**config.mk**
```make
export PLATFORM = sky130hd
export DESIGN_NAME = ccp_unit
export DESIGN_NICKNAME = d
export VERILOG_FILES = /design/src/core/ccp_pkg.sv /design/src/core/ccp_unit.sv
export SDC_FILE = /design/constraint.sdc
export NUM_CORES = 1
export LEC_CHECK = 0
export BUFFER_PORTS_ARGS = -buffer_cell sky130_fd_sc_hd__buf_2
export CAP_MARGIN = 20
export CORE_ASPECT_RATIO = 0.6
export CORE_MARGIN = 2
export CORE_UTILIZATION = 35
export DETAILED_ROUTE_END_ITERATION = 12
export GPL_TIMING_DRIVEN = 0
export RECOVER_POWER = 25
export SLEW_MARGIN = 20
export SYNTH_ARGS = -nofsm -noshare
export SYNTH_HDL_FRONTEND = slang
export SYNTH_SLANG_ARGS = --single-unit
```
**constraint.sdc**
```tcl
create_clock -name i_clock -period 3.9 [get_ports i_clock]
set_input_delay 0.195 -clock i_clock [delete_from_list [all_inputs] [get_ports i_clock]]
set_output_delay 0.195 -clock i_clock [all_outputs]
set_load 0.01 [all_outputs]
```
**src/core/ccp_pkg.sv**
```systemverilog
// Package of register map, field layout, mode codes and carrier types for the CCP unit
package ccp_pkg;

    // Register offsets on the plain register port
    localparam logic [2:0] CCP_OFF_CTRL   = 3'h0;
    localparam logic [2:0] CCP_OFF_VAL_LO = 3'h1;
    localparam logic [2:0] CCP_OFF_VAL_HI = 3'h2;
    localparam logic [2:0] CCP_OFF_CAPSEL = 3'h3;
    localparam logic [2:0] CCP_OFF_TBSEL  = 3'h4;
    localparam logic [2:0] CCP_OFF_STATUS = 3'h5;

    // Field positions in the module control and status registers
    localparam int CCP_CTRL_EN_BIT  = 7;
    localparam int CCP_CTRL_OE_BIT  = 6;
    localparam int CCP_CTRL_OUT_BIT = 5;
    localparam int CCP_CTRL_FMT_BIT = 4;
    localparam int CCP_STAT_FLAG_BIT = 0;

    // Values after reset
    localparam logic [7:0] CCP_CTRL_RST   = 8'h00;
    localparam logic [7:0] CCP_VAL_RST    = 8'h00;
    localparam logic [2:0] CCP_CAPSEL_RST = 3'h0;
    localparam logic [1:0] CCP_TBSEL_RST  = 2'h0;
    localparam logic [9:0] CCP_DUTY_RST   = 10'h000;
    localparam logic [3:0] CCP_PSC_RST    = 4'h0;

    // Mode field codes
    localparam logic [3:0] CCP_M_OFF        = 4'h0;
    localparam logic [3:0] CCP_M_TOG_CLR    = 4'h1;
    localparam logic [3:0] CCP_M_TOG        = 4'h2;
    localparam logic [3:0] CCP_M_CAP_EDGE   = 4'h3;
    localparam logic [3:0] CCP_M_CAP_FALL   = 4'h4;
    localparam logic [3:0] CCP_M_CAP_RISE   = 4'h5;
    localparam logic [3:0] CCP_M_CAP_RISE4  = 4'h6;
    localparam logic [3:0] CCP_M_CAP_RISE16 = 4'h7;
    localparam logic [3:0] CCP_M_SET        = 4'h8;
    localparam logic [3:0] CCP_M_CLR        = 4'h9;
    localparam logic [3:0] CCP_M_FLAG       = 4'hA;
    localparam logic [3:0] CCP_M_PULSE_CLR  = 4'hB;
    localparam logic [1:0] CCP_M_PWM_TOP    = 2'h3;

    // Capture source select codes
    localparam logic [2:0] CCP_SRC_PIN  = 3'h0;
    localparam logic [2:0] CCP_SRC_CMP1 = 3'h1;
    localparam logic [2:0] CCP_SRC_CMP2 = 3'h2;
    localparam logic [2:0] CCP_SRC_IOC  = 3'h3;
    localparam logic [2:0] CCP_SRC_LC1  = 3'h4;
    localparam logic [2:0] CCP_SRC_LC2  = 3'h5;

    // Prescaler terminal counts for every 4th and 16th rising edge
    localparam logic [3:0] CCP_PSC_LAST4  = 4'h3;
    localparam logic [3:0] CCP_PSC_LAST16 = 4'hF;

    // One period timer as seen by the unit
    typedef struct packed {
        logic [7:0] count;
        logic [7:0] limit;
        logic [1:0] low_bits;
        logic       inc;
    } ccp_tb_type;

    // Capture trigger sources from on-chip logic
    typedef struct packed {
        logic cmp_one_synced;
        logic cmp_two_synced;
        logic pin_change_trigger;
        logic logic_cell_one_out;
        logic logic_cell_two_out;
    } ccp_src_type;

endpackage

```
**src/core/ccp_unit.sv**
```systemverilog
// Capture, compare and PWM unit with its register port and pin drive
//
// Summary of operation
// - Capture source chosen by 3-bit select field.
// - Prescaler cleared when disabled, not capturing, reset.
// - Prescaler change alone does not clear counter.
// - Each capture gives one-clock output pulse.
// - Capture drives pin only if pin not input.
// - Capture works in Sleep with external timer.
// - Mode change may set flag; software clears.
// - Compare value pair against sixteen-bit count.
// - Match performs mode action and sets flag.
// - Flag-only compare mode leaves pin alone.
// - Pulse modes output high while equal.
// - Toggle modes invert output on each match.
// - Clear mode drives low, set mode high.
// - Compare need not run during Sleep.
// - PWM time base is period count plus low bits.
// - Duty bit placement follows alignment select.
// - Zero control register releases the pin.
// - Timebase select picks one of NUM_TB timers, three by default.
// - Capture copies count, sets flag, overwrites older.
// - Capture on edge, fall, rise, 4th, 16th rise.
// - Period restart sets output if duty nonzero, latches buffered duty.
// - PWM output low when time base equals duty.
`timescale 1ns/1ns

module ccp_unit
    import ccp_pkg::*;
#(
    parameter int NUM_TB = 3
) (
    input  wire logic                    i_clock,
    input  wire logic                    i_sys_rst,
    input  wire logic                    i_clk_en,
    input  wire logic [2:0]              i_addr,
    input  wire logic [7:0]              i_wdata,
    input  wire logic                    i_wr,
    input  wire logic                    i_rd,
    output logic      [7:0]              o_rdata,
    input  wire logic                    i_sleep,
    input  wire logic                    i_pin,
    output logic                         o_pin_out,
    output logic                         o_pin_oe,
    input  wire ccp_src_type             i_src,
    input  wire logic [15:0]             i_t16_count,
    output logic                         o_t16_reset,
    input  wire ccp_tb_type [NUM_TB-1:0] i_tb,
    output logic                         o_ccp_out,
    output logic                         o_event_flag
);

    // The timebase select field is two bits wide, so at most four timers
    if (NUM_TB < 1 || NUM_TB > 4) begin : g_num_tb_check
        $error("NUM_TB must lie between 1 and 4");
    end

    // Registers
    logic [7:0] ctrl_q;
    logic [7:0] val_lo_q;
    logic [7:0] val_hi_q;
    logic [2:0] capsel_q;
    logic [1:0] tbsel_q;
    logic       flag_q;
    logic [7:0] rdata_q;
    logic       pin_meta_q;
    logic       pin_sync_q;
    logic       src_prev_q;
    logic [3:0] psc_q;
    logic       out_q;
    logic       eq_prev_q;
    logic       t16_rst_q;
    logic [9:0] duty_q;
    // Decoded control and datapath nets
    logic       en;
    logic [3:0] mode;
    logic       fmt;
    logic       cap_mode;
    logic       pwm_mode;
    logic       cmp_mode;
    logic       src;
    logic       rise;
    logic       fall;
    logic       cap_evt;
    logic       eq_now;
    logic       cmp_hit;
    logic       restart;
    logic [9:0] duty_buf;
    logic [9:0] timebase;
    ccp_tb_type tb_sel;

    // Write strobe decode for one register offset
    function automatic logic wr_hit(input logic [2:0] a, input logic [2:0] off, input logic w);
        wr_hit = w && (a == off);
    endfunction

    // Mode decode; every code 11xx is PWM, so those codes never compare
    assign en       = ctrl_q[CCP_CTRL_EN_BIT];
    assign mode     = ctrl_q[3:0];
    assign fmt      = ctrl_q[CCP_CTRL_FMT_BIT];
    assign pwm_mode = en && (mode[3:2] == CCP_M_PWM_TOP);
    assign cap_mode = en && (mode >= CCP_M_CAP_EDGE) && (mode <= CCP_M_CAP_RISE16);
    assign cmp_mode = en && !pwm_mode && !cap_mode && (mode != CCP_M_OFF);

    // Control registers written by software
    always_ff @(posedge i_clock or posedge i_sys_rst) begin
        if (i_sys_rst) begin
            ctrl_q   <= CCP_CTRL_RST;
            capsel_q <= CCP_CAPSEL_RST;
            tbsel_q  <= CCP_TBSEL_RST;
        end else if (i_clk_en) begin
            if (wr_hit(i_addr, CCP_OFF_CTRL, i_wr)) begin
                ctrl_q <= i_wdata;
            end
            if (wr_hit(i_addr, CCP_OFF_CAPSEL, i_wr)) begin
                capsel_q <= i_wdata[2:0];
            end
            if (wr_hit(i_addr, CCP_OFF_TBSEL, i_wr)) begin
                tbsel_q <= i_wdata[1:0];
            end
        end
    end

    // Value pair: capture loads it, software writes it; capture wins a clash
    always_ff @(posedge i_clock or posedge i_sys_rst) begin
        if (i_sys_rst) begin
            val_lo_q <= CCP_VAL_RST;
            val_hi_q <= CCP_VAL_RST;
        end else if (i_clk_en) begin
            if (cap_evt) begin
                val_lo_q <= i_t16_count[7:0];
                val_hi_q <= i_t16_count[15:8];
            end else begin
                if (wr_hit(i_addr, CCP_OFF_VAL_LO, i_wr)) begin
                    val_lo_q <= i_wdata;
                end
                if (wr_hit(i_addr, CCP_OFF_VAL_HI, i_wr)) begin
                    val_hi_q <= i_wdata;
                end
            end
        end
    end

    // Event flag; a set in the clearing cycle wins so no event is lost
    always_ff @(posedge i_clock or posedge i_sys_rst) begin
        if (i_sys_rst) begin
            flag_q <= 1'b0;
        end else if (i_clk_en) begin
            if (cap_evt || cmp_hit) begin
                flag_q <= 1'b1;
            end else if (wr_hit(i_addr, CCP_OFF_STATUS, i_wr) && i_wdata[CCP_STAT_FLAG_BIT]) begin
                flag_q <= 1'b0;
            end
        end
    end

    // Read data, valid in the cycle after the strobe; unmapped reads give zero
    always_ff @(posedge i_clock or posedge i_sys_rst) begin
        if (i_sys_rst) begin
            rdata_q <= 8'h00;
        end else if (i_clk_en) begin
            rdata_q <= 8'h00;
            if (i_rd) begin
                case (i_addr)
                    CCP_OFF_CTRL: begin
                        rdata_q <= ctrl_q;
                        rdata_q[CCP_CTRL_OUT_BIT] <= out_q;
                    end
                    CCP_OFF_VAL_LO: rdata_q <= val_lo_q;
                    CCP_OFF_VAL_HI: rdata_q <= val_hi_q;
                    CCP_OFF_CAPSEL: rdata_q <= {5'h00, capsel_q};
                    CCP_OFF_TBSEL:  rdata_q <= {6'h00, tbsel_q};
                    CCP_OFF_STATUS: rdata_q <= {7'h00, flag_q};
                    default:        rdata_q <= 8'h00;
                endcase
            end
        end
    end

    // Pin is asynchronous to the clock, so two flip-flops first
    always_ff @(posedge i_clock or posedge i_sys_rst) begin
        if (i_sys_rst) begin
            pin_meta_q <= 1'b0;
            pin_sync_q <= 1'b0;
        end else if (i_clk_en) begin
            pin_meta_q <= i_pin;
            pin_sync_q <= pin_meta_q;
        end
    end

    // Capture source mux; reserved codes give a quiet low input
    always_comb begin
        case (capsel_q)
            CCP_SRC_PIN:  src = pin_sync_q;
            CCP_SRC_CMP1: src = i_src.cmp_one_synced;
            CCP_SRC_CMP2: src = i_src.cmp_two_synced;
            CCP_SRC_IOC:  src = i_src.pin_change_trigger;
            CCP_SRC_LC1:  src = i_src.logic_cell_one_out;
            CCP_SRC_LC2:  src = i_src.logic_cell_two_out;
            default:      src = 1'b0;
        endcase
    end

    // Edge detector on the chosen source
    always_ff @(posedge i_clock or posedge i_sys_rst) begin
        if (i_sys_rst) begin
            src_prev_q <= 1'b0;
        end else if (i_clk_en) begin
            src_prev_q <= src;
        end
    end

    // Source edges; switching the select can itself look like an edge
    assign rise = src && !src_prev_q;
    assign fall = !src && src_prev_q;

    // Rising-edge prescaler; a switch between prescale modes keeps the count
    always_ff @(posedge i_clock or posedge i_sys_rst) begin
        if (i_sys_rst) begin
            psc_q <= CCP_PSC_RST;
        end else if (i_clk_en) begin
            if (!cap_mode) begin
                psc_q <= CCP_PSC_RST;
            end else if (rise) begin
                psc_q <= psc_q + 4'h1;
            end
        end
    end

    // Capture event decode; runs in Sleep as long as the clock does
    always_comb begin
        cap_evt = 1'b0;
        if (cap_mode) begin
            case (mode)
                CCP_M_CAP_EDGE:   cap_evt = rise || fall;
                CCP_M_CAP_FALL:   cap_evt = fall;
                CCP_M_CAP_RISE:   cap_evt = rise;
                CCP_M_CAP_RISE4:  cap_evt = rise && (psc_q[1:0] == CCP_PSC_LAST4[1:0]);
                CCP_M_CAP_RISE16: cap_evt = rise && (psc_q == CCP_PSC_LAST16);
                default:          cap_evt = 1'b0;
            endcase
        end
    end

    // Compare acts on the first cycle of equality, since the timer ticks slower
    assign eq_now  = cmp_mode && !i_sleep && ({val_hi_q, val_lo_q} == i_t16_count);
    assign cmp_hit = eq_now && !eq_prev_q;

    // Equality history; the timer reset request leaves registered, one cycle long
    always_ff @(posedge i_clock or posedge i_sys_rst) begin
        if (i_sys_rst) begin
            eq_prev_q <= 1'b0;
            t16_rst_q <= 1'b0;
        end else if (i_clk_en) begin
            eq_prev_q <= eq_now;
            t16_rst_q <= cmp_hit && ((mode == CCP_M_TOG_CLR) || (mode == CCP_M_PULSE_CLR));
        end
    end

    // PWM time base from the selected period timer
    assign tb_sel   = (tbsel_q < NUM_TB) ? i_tb[tbsel_q] : '0;
    assign timebase = {tb_sel.count, tb_sel.low_bits};
    assign restart  = pwm_mode && tb_sel.inc && (tb_sel.count == tb_sel.limit);
    assign duty_buf = fmt ? {val_hi_q, val_lo_q[7:6]}
                          : {val_hi_q[1:0], val_lo_q};

    // Duty latch is double buffered, loaded only at period restart
    always_ff @(posedge i_clock or posedge i_sys_rst) begin
        if (i_sys_rst) begin
            duty_q <= CCP_DUTY_RST;
        end else if (i_clk_en && restart) begin
            duty_q <= duty_buf;
        end
    end

    // Module output shared by all modes
    always_ff @(posedge i_clock or posedge i_sys_rst) begin
        if (i_sys_rst) begin
            out_q <= 1'b0;
        end else if (i_clk_en) begin
            if (!en) begin
                out_q <= 1'b0;
            end else if (cap_mode) begin
                out_q <= cap_evt;
            end else if (pwm_mode) begin
                // Restart wins over a duty match in the same cycle
                if (restart) begin
                    out_q <= (duty_buf != CCP_DUTY_RST);
                end else if (timebase == duty_q) begin
                    out_q <= 1'b0;
                end
            end else if (cmp_mode) begin
                case (mode)
                    CCP_M_TOG_CLR, CCP_M_TOG: begin
                        if (cmp_hit) begin
                            out_q <= !out_q;
                        end
                    end
                    CCP_M_SET: begin
                        if (cmp_hit) begin
                            out_q <= 1'b1;
                        end
                    end
                    CCP_M_CLR: begin
                        if (cmp_hit) begin
                            out_q <= 1'b0;
                        end
                    end
                    CCP_M_FLAG, CCP_M_PULSE_CLR: out_q <= eq_now;
                    default: out_q <= out_q;
                endcase
            end
        end
    end

    // Pin drive; the flag-only mode and a zeroed control register release it
    assign o_pin_oe = en && ctrl_q[CCP_CTRL_OE_BIT]
                   && (mode != CCP_M_FLAG)
                   && !(cap_mode && (capsel_q == CCP_SRC_PIN));
    assign o_pin_out    = out_q;
    assign o_ccp_out    = out_q;
    assign o_event_flag = flag_q;
    assign o_t16_reset  = t16_rst_q;
    assign o_rdata      = rdata_q;

    // Checks on the behaviour above
    cap_pulse_a: assert property (@(posedge i_clock) disable iff (i_sys_rst)
        (i_clk_en && cap_mode && !cap_evt && out_q) |=> !out_q)
        else $error("capture pulse longer than one clock");

    cap_value_a: assert property (@(posedge i_clock) disable iff (i_sys_rst)
        (i_clk_en && cap_evt) |=> ({val_hi_q, val_lo_q} == $past(i_t16_count)))
        else $error("capture did not load timer count");

    psc_clear_a: assert property (@(posedge i_clock) disable iff (i_sys_rst)
        (i_clk_en && !cap_mode) |=> (psc_q == CCP_PSC_RST))
        else $error("prescaler not cleared outside capture");

    flag_set_a: assert property (@(posedge i_clock) disable iff (i_sys_rst)
        (i_clk_en && (cap_evt || cmp_hit)) |=> flag_q)
        else $error("event flag not set on event");

    flag_only_a: assert property (@(posedge i_clock) disable iff (i_sys_rst)
        (mode == CCP_M_FLAG) |-> !o_pin_oe)
        else $error("flag-only mode drives pin");

    cap_pin_a: assert property (@(posedge i_clock) disable iff (i_sys_rst)
        (cap_mode && (capsel_q == CCP_SRC_PIN)) |-> !o_pin_oe)
        else $error("pin driven while it is capture input");

    cmp_toggle_a: assert property (@(posedge i_clock) disable iff (i_sys_rst)
        (i_clk_en && cmp_hit && ((mode == CCP_M_TOG) || (mode == CCP_M_TOG_CLR)))
        |=> (out_q != $past(out_q)))
        else $error("toggle mode did not invert output");

    ctrl_off_a: assert property (@(posedge i_clock) disable iff (i_sys_rst)
        (ctrl_q == CCP_CTRL_RST) |-> !o_pin_oe)
        else $error("pin held with control register zero");

    pwm_low_a: assert property (@(posedge i_clock) disable iff (i_sys_rst)
        (i_clk_en && pwm_mode && !restart && (timebase == duty_q)) |=> !out_q)
        else $error("pwm output not cleared at duty match");

    cmp_set_a: assert property (@(posedge i_clock) disable iff (i_sys_rst)
        (i_clk_en && cmp_hit && (mode == CCP_M_SET)) |=> out_q ##1 (out_q || !en))
        else $error("set mode did not drive output high");

endmodule

```
# --- After elaboration in Yosys (flattened, before gate mapping) ---
# Index checks and enable logic that the tools add are counted.
classes:
  add_sub_neg: 1
  n_eq_ne: 35
  order_cmp: 4
  muxes: 27
  reduce_logical: 56
ops:
  columns: ["op", "count"]
  rows:
  - ["$pmux W8 S6", 1]
  - ["$mux W8", 5]
  - ["$bmux W19 S2", 1]
  - ["$mux W19", 2]
  - ["$logic_and A1 B1 Y1", 28]
  - ["$eq A4 B4 Y1 const B", 5]
  - ["$eq A16 B16 Y1", 1]
  - ["$eq A4 B3 Y1 const B", 4]
  - ["$ne A5 B5 Y1 const B", 3]
  - ["$reduce_and A2 Y1", 7]
  - ["$eq A3 B2 Y1 const B", 4]
  - ["$eq A3 B3 Y1 const B", 4]
  - ["$mux W1", 12]
  - ["$eq A10 B10 Y1", 1]
  - ["$mux W10", 1]
  - ["$reduce_bool A10 Y1", 1]
  - ["$eq A4 B2 Y1 const B", 2]
  - ["$eq A8 B8 Y1", 1]
  - ["$logic_not A1 Y1", 8]
  - ["$mux W4", 2]
  - ["$ne A7 B1 Y1 const B", 1]
  - ["$reduce_and A7 Y1", 1]
  - ["$eq A3 B1 Y1 const B", 2]
  - ["$logic_not A3 Y1", 2]
  - ["other kinds (18)", 24]
totals:
  output_inout_bits: 13
  wordCells: 138
  reg_bits: 58

# --- Logic depth before layout (Yosys ltp) ---
logic_depth:
  word_depth: 15
  mapped_depth: 13
  ltp_nobuf: 10

# --- Worst setup path before layout ---
# OpenSTA, ideal clock, no wires.
synth_timing:
  path_type: "flip-flop to flip-flop"
  from: "reg capsel_q[0]"
  to: "reg val_lo_q[2]"
  t_required_ns: 3.764
  arrival_time_ns: 2.587
  setup_time_ns: 0.136
  synth_period_minus_slack_ns: 2.723
  path_stages_with_launch: 12
  path_slack_ns: 1.177
  cell_sequence: "dfrtp_1 > clkbuf_1 > mux2_2 > o311ai_0 > ha_1 > nor2_1 > o21ai_0 > a31oi_1 > buf_4 > buf_2 > mux2i_1 > o21ai_0"
synth_between:
  elab_chain_cells: 9
  word_cells_on_any_way: 18
  cone_classes: "5 x eq/ne; 4 x mux; 9 x reduce/logical"
synth_rtl:
  columns: ["element", "line", "text"]
  rows:
  - ["from (decl)", "ccp_unit.sv:62", "logic [2:0] capsel_q;"]
  - ["from (signal assigned)", "ccp_unit.sv:116", "capsel_q <= i_wdata[2:0];"]
  - ["$eq A3 B3 Y1 (tied with other cells)", "ccp_unit.sv:193", "case (capsel_q)"]
  - ["$pmux W1 S6 (*)", "ccp_unit.sv:193", null]
  - ["$logic_not A1 Y1", "ccp_unit.sv:215", "assign fall = !src && src_prev_q;"]
  - ["$logic_and A1 B1 Y1", "ccp_unit.sv:215", null]
  - ["$logic_or A1 B1 Y1", "ccp_unit.sv:235", "CCP_M_CAP_EDGE: cap_evt = rise || fall;"]
  - ["$pmux W1 S5 (*)", "ccp_unit.sv:234", "case (mode)"]
  - ["$mux W1 (*)", "ccp_unit.sv:233", "if (cap_mode) begin"]
  - ["$reduce_bool A2 Y1 (no line)", null, null]
  - ["$reduce_and A2 Y1 (no line)", null, null]
  - ["to (signal assigned)", "ccp_unit.sv:131", "val_lo_q <= i_t16_count[7:0];"]
  - ["to (signal assigned)", "ccp_unit.sv:135", "val_lo_q <= i_wdata;"]
  - ["to (decl)", "ccp_unit.sv:60", "logic [7:0] val_lo_q;"]
# Every way passes the cells marked *; elsewhere a longest branch is shown, timed or not.
# A chain may end at the register's enable or synchronous reset.

# --- Worst setup path in the final report ---
layout_timing:
  from: "reg capsel_q[0]"
  to: "reg val_lo_q[1]"
layout_between:
  elab_chain_cells: 9
  word_cells_on_any_way: 18
  cone_classes: "5 x eq/ne; 4 x mux; 9 x reduce/logical"
layout_rtl:
  columns: ["element", "line", "text"]
  rows:
  - ["$eq A3 B3 Y1 (tied with other cells)", "ccp_unit.sv:193", null]
  - ["$pmux W1 S6 (*)", "ccp_unit.sv:193", null]
  - ["via src", "ccp_unit.sv:81", "logic src;"]
  - ["$logic_not A1 Y1", "ccp_unit.sv:215", null]
  - ["$logic_and A1 B1 Y1", "ccp_unit.sv:215", null]
  - ["$logic_or A1 B1 Y1", "ccp_unit.sv:235", null]
  - ["$pmux W1 S5 (*)", "ccp_unit.sv:234", null]
  - ["$mux W1 (*)", "ccp_unit.sv:233", null]
  - ["$reduce_bool A2 Y1 (no line)", null, null]
  - ["$reduce_and A2 Y1 (no line)", null, null]
# Mark *: on every way through the listed nets, which the timed path passes. The rest lies on a longest branch.

==> run_results.csv <==
group,metric,value,unit
floorplan,core,11200,sq um
critical_path,path_class,"reg2reg",
layout,final_common_cell,"buf_2",
critical_path,end_kind,"flop",
critical_path,timing.critical_path.fanout_max,10,
placed_design,dpl_cell_area,4710,sq um
layout,fin_util,44.7,%
synth,synth-edff-count,0,
detailed_routing,via_count,3775,
detailed_routing,route.detailed.drc,0,
floorplan,num_rows,30,
synth,syn_nets,516,
critical_path,cp-start-kind,"flop",
layout,final_cell_mix,"buf_2 (109), dfrtp_1 (57), nand2_1 (44)",
grt,grt_pass1_vias,3734,
layout,fin_area,5000,sq um
detailed_routing,drtIter0Drc,348,
floorplan,die-area,12300,sq um
synth,syn-cell-area,3980,sq um
clocking,post_cts_resized,0,
sta,fin_skew,0.00440,ns
critical_path,r2r-start,"capsel_q[0]",
synth,syn_area_per_cell,9.55,sq um
synth,yosys_warnings,0,
grt,grt_max_degree,35,
hold_path,hp-class,"in2reg",
sta,finalCritPeriodShare,93.7,%
clocking,cts_post_setup_buffers_inserted,0,
detailed_routing,drt_pass1_iterations,5,
critical_path,cp-endpoint,"val_lo_q[1]",
grt,grt_pass1_wl,20500,microns
clocking,clk-insertion-delay-late,0.33,ns
status,status,"finished with violations",
synth,ys_ff_latch,57,
floorplan,io_pins,109,
critical_path,cp.arrival,3.83,ns
layout,area_growth,25.5,%
clocking,htreeDepth,3,
critical_path,reg2reg_setup_slack,0.25,ns
synth,yosysUniqueCellTypes,53,
sta,fin_tns_setup,0,ns
clocking,ctsHoldBuffers,1,
detailed_routing,drt-total-wl,13100,microns
synth,ys_seq_area_share,35.8,%
detailed_routing,vias_per_cell,5.52,
detailed_routing,ant_nets,0,
clocking,cts_sinks,57,
floorplan,start_util,35.6,%
clocking,cts_made_buffers,9,
sta,layout_min_cycle_time,3.65,ns
power_and_ir_drop,power.density,553,nW/um^2
status,violations,"max-capacitance violations, max-slew violations",
power_and_ir_drop,vdd_drop_max,232,uV
critical_path,r2r_end,"val_lo_q[1]",
sta,slew_viol_final,35,
layout,fin_cells,684,
power_and_ir_drop,power.leakage,2.27,nW
layout,antenna_cells,0,
synth,netlist_instances,417,
critical_path,r2r_cells,10,
sta,setup_viol,0,
power_and_ir_drop,power,2.76,mW
clocking,clk_pin_slew_worst_paths,0.05,ns
placed_design,dp.cells,667,
synth,synth-main-ff-cell,"dfrtp_1",
layout,layout.nets,634,
placed_design,gp_congestion,0.920,
clocking,cts_tree,"built",
sta,fmax,274,MHz
layout,drive_above_1_share,33.1,%
grt,antenna_found_initial,0,
placed_design,io_buffers,105,
sta,hold_viol_final,0,
detailed_routing,routedWlPerCell,19.1,microns
sta,grt_setup_unrepaired,"false",
synth,async_reset_ff_share,100,%
clocking,cts_root_buf,"clkbuf_16",
critical_path,required,4.08,ns
floorplan,die_h,86.6,microns
job,maxCapViolCount,1,
floorplan,die_x,142,microns
grt,groute.usage.overall,22.2,%
sta,slew_headroom,-28.9,%
grt,gr-total-overflow,0,
placed_design,place_hpwl,10200,microns
critical_path,startpoint,"capsel_q[0]",
clocking,cts_max_path_buffers,2,
sta,worst_pin_slew,1.93,ns
area by class of cell:
type | count | area, sq um
inverter | 10 | 38.8
sequential | 57 | 1430
buffer | 27 | 140
tap | 144 | 180
multi-input combinational | 323 | 2380
timing repair buffer | 107 | 539
clock inverter | 2 | 10.0
fill | 1122 | 6190
clock buffer | 14 | 284
stage by stage:
stage	hold slack (ns)	setup WS, ns
floorplan	0.312	1.18
global placement	0.433	0.433
detailed placement	0.195	0.358
CTS	0.101	0.314
global route	0.105	0.0620
finish	0.103	0.245
flip-flops by register name, summed over array words and instances (netlist names), 2 cells and up:
signal and flops:
tbsel_q 2, o_rdata 8, psc_q 4, duty_q 10, capsel_q 3, val_hi_q 8
ctrl_q 7, val_lo_q 8
critical path, cell delays in order (launching register included):
cell and delay, ns:
dfrtp_1 0.32, clkbuf_1 0.29, mux2_2 0.38, o311ai_0 0.49
inv_1 0.13, ha_1 0.30, nand3_1 0.11, a31oi_1 0.11
o21ai_1 0.64, clkbuf_1 0.53, o21ai_0 0.20
cell families after synthesis:
family,count (synthesis),share of synthesized area (%)
AOI/OAI and AO/OA,89,14.4
xor gates and xnor gates,35,7.70
adders and majority gates,3,0.943
buffers and inverters,37,4.46
DFF,57,35.8
muxes,81,21.8
and+or+nand+nor,115,14.9
report_power, final:
part           internal (mW)  switching, mW
Combinational          0.479          0.578
Clock                  0.497          0.271
Sequential             0.724          0.214
Total                   1.70           1.06
Yosys cell counts, types with 11 or more instances:
cell type	n	area (sq um)
dfrtp_1	57	1430
nand2_1	44	165
mux2i_1	43	430
mux2_2	36	405
o21ai_0	32	160
nor2_1	21	78.8
o2bb2ai_1	21	184
xnor2_1	19	166
a21oi_1	16	80.1
xor2_1	16	140
clkbuf_1	14	52.6
nor4_1	11	68.8
layer usage:
layer	vias up	wire length, microns	GRT usage, %
li1	1757	-	-
met5	-	0	0
met4	0	69	3.82
met1	1839	6880	34.4
met2	169	5010	29.7
met3	10	1140	7.51
worst min path at each step:
| stage | from | to | slack (ns) | cells after the start |
|---|---|---|---|---|
| after detailed placement | i_sys_rst | o_rdata[3] | 0.20 | 2 |
| after global placement | i_pin | pin_meta_q | 0.43 | 2 |
| after floorplan | i_wdata[1] | ctrl_q[1] | 0.31 | 2 |
| after global routing | i_pin | pin_meta_q | 0.10 | 2 |
| final | i_pin | pin_meta_q | 0.10 | 2 |
| after CTS | i_pin | pin_meta_q | 0.10 | 2 |
Note: power is estimated with default switching activity, not from simulation.
